File: config.mk
export PLATFORM = sky130hd
export DESIGN_NAME = apcf_top
export DESIGN_NICKNAME = d
export VERILOG_FILES = /design/src/hw/apcf_pkg.sv /design/src/hw/apcf_top.sv
export SDC_FILE = /design/constraint.sdc
export NUM_CORES = 1
export LEC_CHECK = 0
export ABC_CLOCK_PERIOD_IN_PS = 2000
export BUFFER_PORTS_ARGS = -buffer_cell sky130_fd_sc_hd__buf_2
export CAP_MARGIN = 20
export CORE_UTILIZATION = 40
export CTS_CLUSTER_SIZE = 30
export DETAILED_ROUTE_END_ITERATION = 12
export GPL_ROUTABILITY_DRIVEN = 1
export PLACE_DENSITY = 0.64
export SLEW_MARGIN = 20
export SYNTH_ARGS = -nofsm -noshare
export SYNTH_HDL_FRONTEND = slang
export SYNTH_SLANG_ARGS = --single-unit
File: constraint.sdc
create_clock -name core_clk -period 2 [get_ports core_clk]
set_clock_uncertainty 0.1 [all_clocks]
set_input_delay 0.3 -clock core_clk [delete_from_list [all_inputs] [get_ports core_clk]]
set_output_delay 0.3 -clock core_clk [all_outputs]
set_load 0.02 [all_outputs]
File: src/hw/apcf_pkg.sv
// Package for the pin configuration and code format block.
// Assumes a single core clock domain; no register bus.
package apcf_pkg;

    // ------------------------------------------------------------
    // Sizes and code limits
    // ------------------------------------------------------------
    localparam int unsigned NUM_INPUTS = 8;
    localparam int unsigned SEL_W      = 3;
    localparam int unsigned CODE_W     = 14;
    localparam logic signed [CODE_W-1:0] FULL_MAX = 14'sh1fff;
    localparam logic signed [CODE_W-1:0] FULL_MIN = 14'sh2000;
    localparam logic signed [CODE_W-1:0] HALF_MAX = 14'sh0fff;
    localparam logic signed [CODE_W-1:0] HALF_MIN = 14'sh3000;
    localparam logic [CODE_W-1:0]        UNS_MAX  = 14'h1fff;
    localparam logic [SEL_W-1:0]         FIRST_INPUT = 3'h0;
    localparam logic [NUM_INPUTS-1:0]    ONE_HOT_0   = 8'h01;
    localparam logic [4:0]               GAIN_BYPASS = 5'h00;

    // ------------------------------------------------------------
    // Types
    // ------------------------------------------------------------
    typedef enum logic [2:0] {
        APCF_AWAKE   = 3'b001,
        APCF_PD_SEEN = 3'b010,
        APCF_ASLEEP  = 3'b100
    } apcf_pwr_type;

    typedef struct packed {
        logic [SEL_W-1:0] pick;
        logic             bypass;
        logic [1:0]       gain_lo;
        logic [2:0]       gain_bits;
        logic             signed_fmt;
        logic             economy;
        logic             sweep;
    } apcf_cfg_type;

endpackage : apcf_pkg

File: src/hw/apcf_top.sv
// Pin strap decode, input mux select, code range and static power control.
// Output codes are limited per captured format and gain setting.
// acq_start and raw_valid are one-cycle pulses on core_clk.
// Assumes strap pins are asynchronous to core_clk; floating pins arrive as
// a separate "pin is floating" indication from the pad sensing logic.
`timescale 1ns/1ps
`default_nettype none

module apcf_top
(
    // Clock and reset
    input  wire logic                               core_clk,
    input  wire logic                               rst,
    // Strap pins
    input  wire logic                               input_pick_bit2,
    input  wire logic                               input_pick_bit1,
    input  wire logic                               input_pick_bit0,
    input  wire logic                               amp_gain_msb_or_bypass,
    input  wire logic                               amp_gain_msb_floating,
    input  wire logic                               amp_gain_bit1,
    input  wire logic                               amp_gain_bit0,
    input  wire logic                               format_strap_floating,
    input  wire logic                               economy_mode_sel,
    input  wire logic                               sweep_mode_sel,
    // Power control pins
    input  wire logic                               chip_select_n,
    input  wire logic                               sleep_request_n,
    // Conversion path
    input  wire logic                               acq_start,
    input  wire logic                               raw_valid,
    input  wire logic signed [apcf_pkg::CODE_W-1:0] raw_code,
    output logic [apcf_pkg::NUM_INPUTS-1:0]         input_route,
    output apcf_pkg::apcf_cfg_type                  active_cfg,
    output logic [4:0]                              amp_gain,
    output logic                                    code_valid,
    output logic [apcf_pkg::CODE_W-1:0]             code_out,
    // Power state
    output logic                                    static_sleep
);
    import apcf_pkg::*;

    // ------------------------------------------------------------
    // Pin synchronisers
    // ------------------------------------------------------------
    localparam int unsigned NPIN = 12;
    // Power pins are active low: reset them to their idle level so that
    // leaving reset cannot look like a sleep request
    localparam logic [NPIN-1:0] PIN_IDLE = 12'hc00;
    logic [NPIN-1:0] pin_raw;
    logic [NPIN-1:0] pin_meta;
    logic [NPIN-1:0] pin_sync;
    logic [NPIN-1:0] next_pin_meta;
    logic [NPIN-1:0] next_pin_sync;

    // Bit order: picks 0..2, gain 3..6, format 7, economy 8,
    // sweep 9, chip select 10, sleep request 11
    assign pin_raw = {sleep_request_n, chip_select_n, sweep_mode_sel,
                      economy_mode_sel, format_strap_floating,
                      amp_gain_bit0, amp_gain_bit1, amp_gain_msb_floating,
                      amp_gain_msb_or_bypass, input_pick_bit0,
                      input_pick_bit1, input_pick_bit2};

    always_comb begin
        next_pin_meta = pin_raw;
        next_pin_sync = pin_meta;
    end

    always_ff @(posedge core_clk) begin
        if (rst) begin
            pin_meta <= PIN_IDLE;
            pin_sync <= PIN_IDLE;
        end else begin
            pin_meta <= next_pin_meta;
            pin_sync <= next_pin_sync;
        end
    end

    // ------------------------------------------------------------
    // Strap decode
    // ------------------------------------------------------------
    apcf_cfg_type pin_cfg;
    logic         cs_n_s;
    logic         pd_n_s;

    always_comb begin
        pin_cfg            = '0;
        pin_cfg.pick       = {pin_sync[0], pin_sync[1], pin_sync[2]};
        pin_cfg.bypass     = pin_sync[4];
        pin_cfg.gain_lo    = {pin_sync[5], pin_sync[6]};
        pin_cfg.gain_bits  = {pin_sync[3], pin_sync[5], pin_sync[6]};
        pin_cfg.signed_fmt = pin_sync[7];
        pin_cfg.economy    = pin_sync[8];
        pin_cfg.sweep      = pin_sync[9];
    end

    assign cs_n_s = pin_sync[10];
    assign pd_n_s = pin_sync[11];

    // ------------------------------------------------------------
    // Per-acquisition capture and sweep sequencer
    // ------------------------------------------------------------
    apcf_cfg_type          cfg;
    apcf_cfg_type          next_cfg;
    logic [SEL_W-1:0]      sweep_ch;
    logic [SEL_W-1:0]      next_sweep_ch;
    logic                  econ_acq_done;
    logic                  next_econ_acq_done;

    always_comb begin
        next_cfg           = cfg;
        next_sweep_ch      = sweep_ch;
        next_econ_acq_done = econ_acq_done;
        if (acq_start) begin
            next_cfg = pin_cfg;
            if (pin_cfg.sweep) begin
                next_cfg.pick = sweep_ch;
                next_sweep_ch = sweep_ch + 3'h1;
            end else begin
                // Sweep restarts at input 0 once sweep is off
                next_sweep_ch = FIRST_INPUT;
            end
            if (pin_cfg.economy) begin
                next_econ_acq_done = 1'b1;
            end
        end
        if (!pin_cfg.economy) begin
            next_econ_acq_done = 1'b0;
        end
    end

    always_ff @(posedge core_clk) begin
        if (rst) begin
            cfg           <= '0;
            sweep_ch      <= FIRST_INPUT;
            econ_acq_done <= 1'b0;
        end else begin
            cfg           <= next_cfg;
            sweep_ch      <= next_sweep_ch;
            econ_acq_done <= next_econ_acq_done;
        end
    end

    assign active_cfg = cfg;

    // ------------------------------------------------------------
    // Registered mux select and gain decode
    // ------------------------------------------------------------
    localparam logic [4:0] GAIN_UNITY = 5'h01;
    logic [NUM_INPUTS-1:0] route;
    logic [NUM_INPUTS-1:0] next_route;
    logic [4:0]            gain;
    logic [4:0]            next_gain;

    // One compare per input: a single pick value matches only one
    for (genvar ch = 0; ch < NUM_INPUTS; ch = ch + 1) begin : g_route
        assign next_route[ch] = (next_cfg.pick == SEL_W'(ch));
    end

    // Decoded from the next capture so gain moves with active_cfg
    always_comb begin
        case ({next_cfg.bypass, next_cfg.gain_bits})
            4'b0000: next_gain = GAIN_UNITY;
            4'b0001: next_gain = 5'h02;
            4'b0010: next_gain = 5'h03;
            4'b0011: next_gain = 5'h04;
            4'b0100: next_gain = 5'h06;
            4'b0101: next_gain = 5'h08;
            4'b0110: next_gain = 5'h0c;
            4'b0111: next_gain = 5'h10;
            default: next_gain = GAIN_BYPASS;
        endcase
    end

    // Reset matches the cfg reset: input 0, gain of one
    always_ff @(posedge core_clk) begin
        if (rst) begin
            route <= ONE_HOT_0;
            gain  <= GAIN_UNITY;
        end else begin
            route <= next_route;
            gain  <= next_gain;
        end
    end

    assign input_route = route;
    assign amp_gain    = gain;

    // ------------------------------------------------------------
    // Output code range
    // ------------------------------------------------------------
    logic              next_code_valid;
    logic [CODE_W-1:0] next_code_out;
    logic              full_span;

    // Gain of one behaves like bypass: the core only sees half scale
    assign full_span = (amp_gain != GAIN_BYPASS) && (amp_gain != GAIN_UNITY);

    // Clamping rather than wrapping keeps an overdriven input at
    // the rail code instead of flipping its sign
    always_comb begin
        next_code_valid = raw_valid;
        next_code_out   = code_out;
        if (raw_valid) begin
            if (!cfg.signed_fmt) begin
                if (raw_code < 14'sh0000) begin
                    next_code_out = '0;
                end else if ($unsigned(raw_code) > UNS_MAX) begin
                    next_code_out = UNS_MAX;
                end else begin
                    next_code_out = raw_code;
                end
            end else if (full_span) begin
                next_code_out = raw_code;
            end else if (raw_code > HALF_MAX) begin
                next_code_out = HALF_MAX;
            end else if (raw_code < HALF_MIN) begin
                next_code_out = HALF_MIN;
            end else begin
                next_code_out = raw_code;
            end
        end
    end

    always_ff @(posedge core_clk) begin
        if (rst) begin
            code_valid <= 1'b0;
            code_out   <= '0;
        end else begin
            code_valid <= next_code_valid;
            code_out   <= next_code_out;
        end
    end

    // ------------------------------------------------------------
    // Static power state
    // ------------------------------------------------------------
    apcf_pwr_type pwr;
    apcf_pwr_type next_pwr;
    logic         sleep_allowed;
    logic         next_static_sleep;

    // Economy mode may not sleep until it has acquired once
    assign sleep_allowed = !pin_cfg.economy || econ_acq_done;

    always_comb begin
        next_pwr = pwr;
        case (pwr)
            APCF_AWAKE: begin
                if (!cs_n_s && sleep_allowed) begin
                    if (!pd_n_s) begin
                        next_pwr = APCF_PD_SEEN;
                    end else if (!pin_cfg.economy) begin
                        next_pwr = APCF_ASLEEP;
                    end
                end
            end
            APCF_PD_SEEN: begin
                if (cs_n_s) begin
                    next_pwr = APCF_AWAKE;
                end else if (pd_n_s) begin
                    next_pwr = APCF_ASLEEP;
                end
            end
            APCF_ASLEEP: begin
                // Chip select high or a new acquisition wakes the core
                if (cs_n_s || acq_start) begin
                    next_pwr = APCF_AWAKE;
                end
            end
            default: next_pwr = APCF_AWAKE;
        endcase
    end

    assign next_static_sleep = (next_pwr == APCF_ASLEEP);

    always_ff @(posedge core_clk) begin
        if (rst) begin
            pwr          <= APCF_AWAKE;
            static_sleep <= 1'b0;
        end else begin
            pwr          <= next_pwr;
            static_sleep <= next_static_sleep;
        end
    end

endmodule : apcf_top

`default_nettype wire

==> flow_metrics.tcl, run 1 <==
set metrics [dict create \
    status "finished, violations left" \
    violations "DRC" \
    synthesis.area_um2 2680 \
    viasPerCell 5.07 \
    worstSetupEndpointType "register" \
    period_share_pct 94.7 \
    drive_gt1_share_pct 30.9 \
    slew_headroom_pct 51.2 \
    crit_start "amp_gain[1]" \
    final_cell_mix "dfxtp_1 (72), buf_2 (70), o21ai_0 (30), nor2b_1 (25), a21oi_1 (21)" \
    netlist_instances 267 \
    timing.rr.start "amp_gain[1]" \
    min_path_type "in -> reg" \
    cts_tree "built" \
    ys_top_cells_by_area "dfxtp_1 (54%), nor2b_1 (5.8%), a221oi_2 (5.6%), o21ai_0 (5.6%), mux2i_1 (5.2%)" \
    die_width_um 83.9 \
    synth_cell_types 36 \
    final_common_cell "dfxtp_1" \
    fp.coreArea_um2 6420 \
    max_freq_mhz 528 \
    grt_pass1_vias 1933 \
    tns_ns 0 \
    whs_endpoint "next_pin_sync[11]" \
    holdWs_ns 0.0396 \
    crit_type "reg -> reg" \
    gr-total-overflow 0 \
    nets 365 \
    row_count 29 \
    port_buffers 70 \
    place_area_um2 3070 \
    synth.top_cell.area_share_pct 53.8 \
    final_antenna_net_count 0 \
    fin_cells 414 \
    hp-start "sleep_request_n" \
    wire_per_inst_um 13.2 \
    pre_cts_slack_ns 0.123 \
    area_growth_pct 21.2 \
    yosysTopAreaCell "dfxtp_1" \
    remaining_drc_errors 11 \
    ys_warn_count 0 \
    hpwl_um 3600 \
    cts_hold_buf 0 \
    vias 2100 \
    clk_latency_ns 0.34 \
    synth_top_family_by_area "compound AO/OA/AOI/OAI gates" \
    first_pass_iters 8 \
    required_ns 2.13 \
    arrival_ns 2.03 \
    hold_depth 2 \
    fp.dieH_um 83.9 \
    async_flop_share_pct 0 \
    leakage_nw 1.47 \
    cts.clk_slew.worst_paths_ns 0.07 \
    rsz0062_at_grt "no" \
    synth-edff-count 0 \
    synth.area.mux_share_pct 5.65 \
    crit_slowest_cell "or4_1" \
    gp_congestion 0.739 \
    rr_endpoint "code_out[0]" \
    finalSetupViolations 0 \
    max_stage_delay_ns 0.55 \
    finalHoldViolCount 0 \
    r2r_cells 3 \
    cts-htree-levels 3 \
    yosysSeqAreaShare_pct 53.8 \
    regToRegSetupSlack_ns 0.11 \
    drv_slew 0 \
    fin_crit_ns 1.89 \
    drv_cap 0 \
    grt_start_max_net_pins 29 \
    cp_max_fo 12 \
    cts_root_buf "clkbuf_8" \
    drt_iter0_markers 94 \
    n_antenna_cell 0 \
    io-pin-count 71 \
    layout_setup_ws_ns 0.106 \
    cts_resized 0 \
    synth-xor-area-share_pct 0 \
    place_inst 398 \
    cts_sinks 72 \
    cts_buffer_depth 2 \
    ys_seq_elements 72 \
    synth_ff_type "dfxtp_1" \
    tightest_slew_ns 0.732 \
    totalWireLength_um 5450 \
    power.density_nw_per_um2 879 \
    startpoint_type "register" \
    start_util_pct 41.7 \
    ir_drop_v 0.000574 \
    synthSimpleGateAreaFrac_pct 15.2 \
    fin_area_um2 3250 \
    path_cells "or4_1, o31a_1, a221oi_1" \
    synth_compound_area_share_pct 19.6 \
    grt_antenna_before_repair 0 \
    syn_avg_cell_area_um2 10.0 \
    cts_buffers 9 \
    post_cts_buffers 0 \
    die_area_um2 7030 \
    synth_adder_area_share_pct 1.40 \
    grt_pass1_wl_um 8980 \
    syn-num-nets 300 \
    grt.total_usage_pct 16.2 \
]
[how the worst max path moves through the flow]
stage              endpoint  slack [ns]  depth (start not counted)
2_1_floorplan  code_out[10]        0.17                          5
3_3_place_gp    code_out[1]        0.16                          3
3_5_place_dp    code_out[0]        0.12                          3
4_1_cts         code_out[0]        0.09                          3
5_1_grt         code_out[1]        0.01                          3
6_report        code_out[0]        0.11                          3
[cell type report]
cell class | count | area [µm²]
Clock buffer | 14 | 163
Clock inverter | 2 | 13.8
Fill cell | 608 | 3170
Inverter | 9 | 33.8
Multi-Input combinational cell | 166 | 1120
Sequential cell | 72 | 1440
Tap cell | 77 | 96.3
Timing Repair Buffer | 74 | 380
[kinds of logic (layout without fill, tap and decap cells)]
group / Yosys count / in the layout
muxes: 15 / 15
AOI/OAI and AO/OA: 75 / 75
adders and majority gates: 3 / 3
DFF: 72 / 72
and+or+nand+nor: 73 / 73
buffers and inverters: 29 / 99
[metrics by stage]
stage                     util [%]  total power [mW]
after global routing          50.6              3.01
after CTS                     50.6              2.89
after global placement        47.8              1.86
final                         50.6              2.86
after detailed placement      47.8              1.87
after floorplan                  -              1.77
[sequential cells by signal, indices dropped and copies added (netlist names)]
name and cells:
sweep_ch 3, econ_acq_done 1, active_cfg 12, code_out 14, static_sleep 1, code_valid 1, pwr 3, pin_sync 12
next_pin_sync 12, input_route 8, amp_gain 5
[metal layers]
layer  track usage (%)  vias to the layer above  routed length (µm)
li1                  -                     1068                   -
met5                 0                        -                   0
met1              21.2                      953                2660
met3              4.06                       10                 327
met2              24.4                       69                2360
met4              8.93                        0                 110
[cell usage after synthesis, types with 2 or more instances]
| master | n |
|---|---|
| mux2i_1 | 14 |
| o21ai_0 | 30 |
| nand2_1 | 5 |
| nor3_1 | 8 |
| or2_2 | 4 |
| inv_1 | 9 |
| a221oi_1 | 2 |
| dfxtp_1 | 72 |
| nand2b_1 | 6 |
| a21oi_1 | 21 |
| nor2b_1 | 25 |
| a21o_1 | 2 |
| nor3b_1 | 3 |
| nor2_1 | 15 |
| a211oi_1 | 2 |
| ha_1 | 3 |
| nand3_1 | 2 |
| clkbuf_1 | 17 |
| a221oi_2 | 10 |
[where the power goes]
group | internal, mW | switching, mW | total [mW]
combinational | 0.120 | 0.191 | 0.311
clock | 0.520 | 0.504 | 1.02
sequential | 1.49 | 0.0277 | 1.52
[worst max-delay path, delay by kind of cell (launching register included)]
family | cells | cell delay, ns
AO/OA/AOI/OAI | 2 | 0.84
flip-flops | 1 | 0.31
AND/OR/NAND/NOR | 1 | 0.55
Power figures use the tool's default switching activity.
==> inputs of run 2 (changes only) <==
==> constraint.sdc (replaced) <==
create_clock -name core_clk -period 2 [get_ports core_clk]
set_clock_uncertainty 0.1 [all_clocks]
set_input_delay 0.3 -clock core_clk [delete_from_list [all_inputs] [get_ports core_clk]]
set_output_delay 0.3 -clock core_clk [all_outputs]
set_load 0.05 [all_outputs]
==> flow_metrics.tcl, run 2 (synthesized netlist as in run 1, its figures left out) <==
set metrics [dict create \
    holdWs_ns 0.0372 \
    multiInputGateArea_um2 1120 \
    period_share_pct 89.5 \
    violations "DRC" \
    tns_ns 0 \
    crit_start "amp_gain[1]" \
    fin_crit_ns 1.79 \
    cts_sinks 72 \
    grt_pass1_wl_um 9090 \
    vias 2102 \
    die_area_um2 7030 \
    drv_cap 0 \
    met1_usage_pct 19.1 \
    port_buffers 70 \
    row_count 29 \
    viasPerCell 5.07 \
    rr_endpoint "code_out[0]" \
    n_antenna_cell 0 \
    wire_per_inst_um 12.8 \
    drt_iter0_markers 86 \
    io-pin-count 71 \
    cts_tree "built" \
    timing.rr.start "amp_gain[1]" \
    cts_root_buf "clkbuf_8" \
    rsz0062_at_grt "no" \
    gr-total-overflow 0 \
    cts.clk_slew.worst_paths_ns 0.08 \
    area_growth_pct 23.2 \
    totalWireLength_um 5300 \
    grt_antenna_before_repair 0 \
    fp.dieH_um 83.9 \
    crit_type "reg -> reg" \
    largest_register_ffs 14 \
    crit_path_end "code_out[0]" \
    regToRegSetupSlack_ns 0.21 \
    max_freq_mhz 558 \
    cts_buffers 9 \
    hp-start "sleep_request_n" \
    first_pass_iters 8 \
    min_path_type "in -> reg" \
    r2r_cells 3 \
    leakage_nw 1.48 \
    hpwl_um 3590 \
    cts_hold_buf 0 \
    startpoint_type "register" \
    cts_buffer_depth 2 \
    finalHoldViolCount 0 \
    fp.coreArea_um2 6420 \
    drv_slew 0 \
    use_met3_pct 5.74 \
    grt_pass1_vias 2021 \
    cts-htree-levels 3 \
    final_cell_mix "dfxtp_1 (72), buf_2 (70), o21ai_0 (30), nor2b_1 (25), a21oi_1 (21)" \
    grt_start_max_net_pins 32 \
    clk_latency_ns 0.34 \
    final_antenna_net_count 0 \
    remaining_drc_errors 12 \
    top_usage_layer "met2" \
    ir_drop_v 0.000641 \
    tightest_slew_ns 0.546 \
    cp_max_fo 12 \
    seq_area_um2 1440 \
    final_common_cell "dfxtp_1" \
    n_fill_cell 603 \
    start_util_pct 41.7 \
    slew_headroom_pct 62.5 \
    arrival_ns 1.94 \
    power.density_nw_per_um2 959 \
    gp_congestion 0.741 \
    finalSetupViolations 0 \
    status "finished, violations left" \
    regMostFlops "code_out" \
    nets 366 \
    worstSetupEndpointType "register" \
    drive_gt1_share_pct 32.0 \
    grt.total_usage_pct 16.4 \
    die_width_um 83.9 \
    grtUsageMet2_pct 27.1 \
    required_ns 2.15 \
]
-- run 2: cell count changes in the layout (fill, tap and decap cells not counted), sizes merged --
cell / previous run / this run
buf: 74 / 75
bufinv: 0 / 2
clkbuf: 14 / 10
clkinv: 2 / 1
clkinvlp: 0 / 2
inv: 9 / 10
-- run 2: metrics by stage --
stage / power [mW] / worst slack (ns) / instance area, µm² / util [%] / std cells
after floorplan: 1.85 / 0.0285 / 2680 / - / 267
after global placement: 1.95 / 0.155 / 3080 / 48.0 / 399
after detailed placement: 1.95 / 0.153 / 3080 / 48.0 / 399
after CTS: 3.21 / 0.140 / 3300 / 51.4 / 415
after global routing: 3.31 / 0.0712 / 3300 / 51.4 / 415
final: 3.17 / 0.209 / 3300 / 51.4 / 415
-- run 2: worst min path at each step --
stage	to	slack [ns]	cells after the start
6_report	next_pin_sync[11]	0.04	2
3_5_place_dp	pin_sync[11]	0.29	1
5_1_grt	next_pin_sync[11]	0.02	2
3_3_place_gp	pin_sync[10]	0.29	1
4_1_cts	next_pin_sync[11]	0.02	2
2_1_floorplan	pin_sync[10]	0.29	1
-- run 2: what timing repair did --
item                                    4_1_cts  5_1_grt
gates resized for setup                       0        1
endpoints found under the setup margin        0        1
buffers inserted                              0        0
-- run 2: per-layer routing --
metal | vias up | wire [µm]
met5 | - | 0
met4 | 0 | 89
met3 | 11 | 367
met2 | 68 | 2410
met1 | 952 | 2440
li1 | 1071 | -
-- run 2: power by group --
group	switching [mW]	total, mW	internal (mW)
sequential	0.0268	1.52	1.49
clock	0.544	1.25	0.709
combinational	0.273	0.394	0.121
-- run 2: final cells by class --
| class | instances | share of cell area [%] |
|---|---|---|
| Clock inverter | 6 | 2.80 |
| Tap cell | 77 | 2.92 |
| Sequential cell | 72 | 43.7 |
| Inverter | 9 | 1.02 |
| Clock buffer | 10 | 3.87 |
| Timing Repair Buffer | 75 | 11.7 |
| Multi-Input combinational cell | 166 | 34.0 |
-- run 2: worst max-delay path, cell delays in order, from the launching register on --
cell and delay (ns):
dfxtp_1 0.31, or4_1 0.54, o31a_2 0.46, a221oi_1 0.30
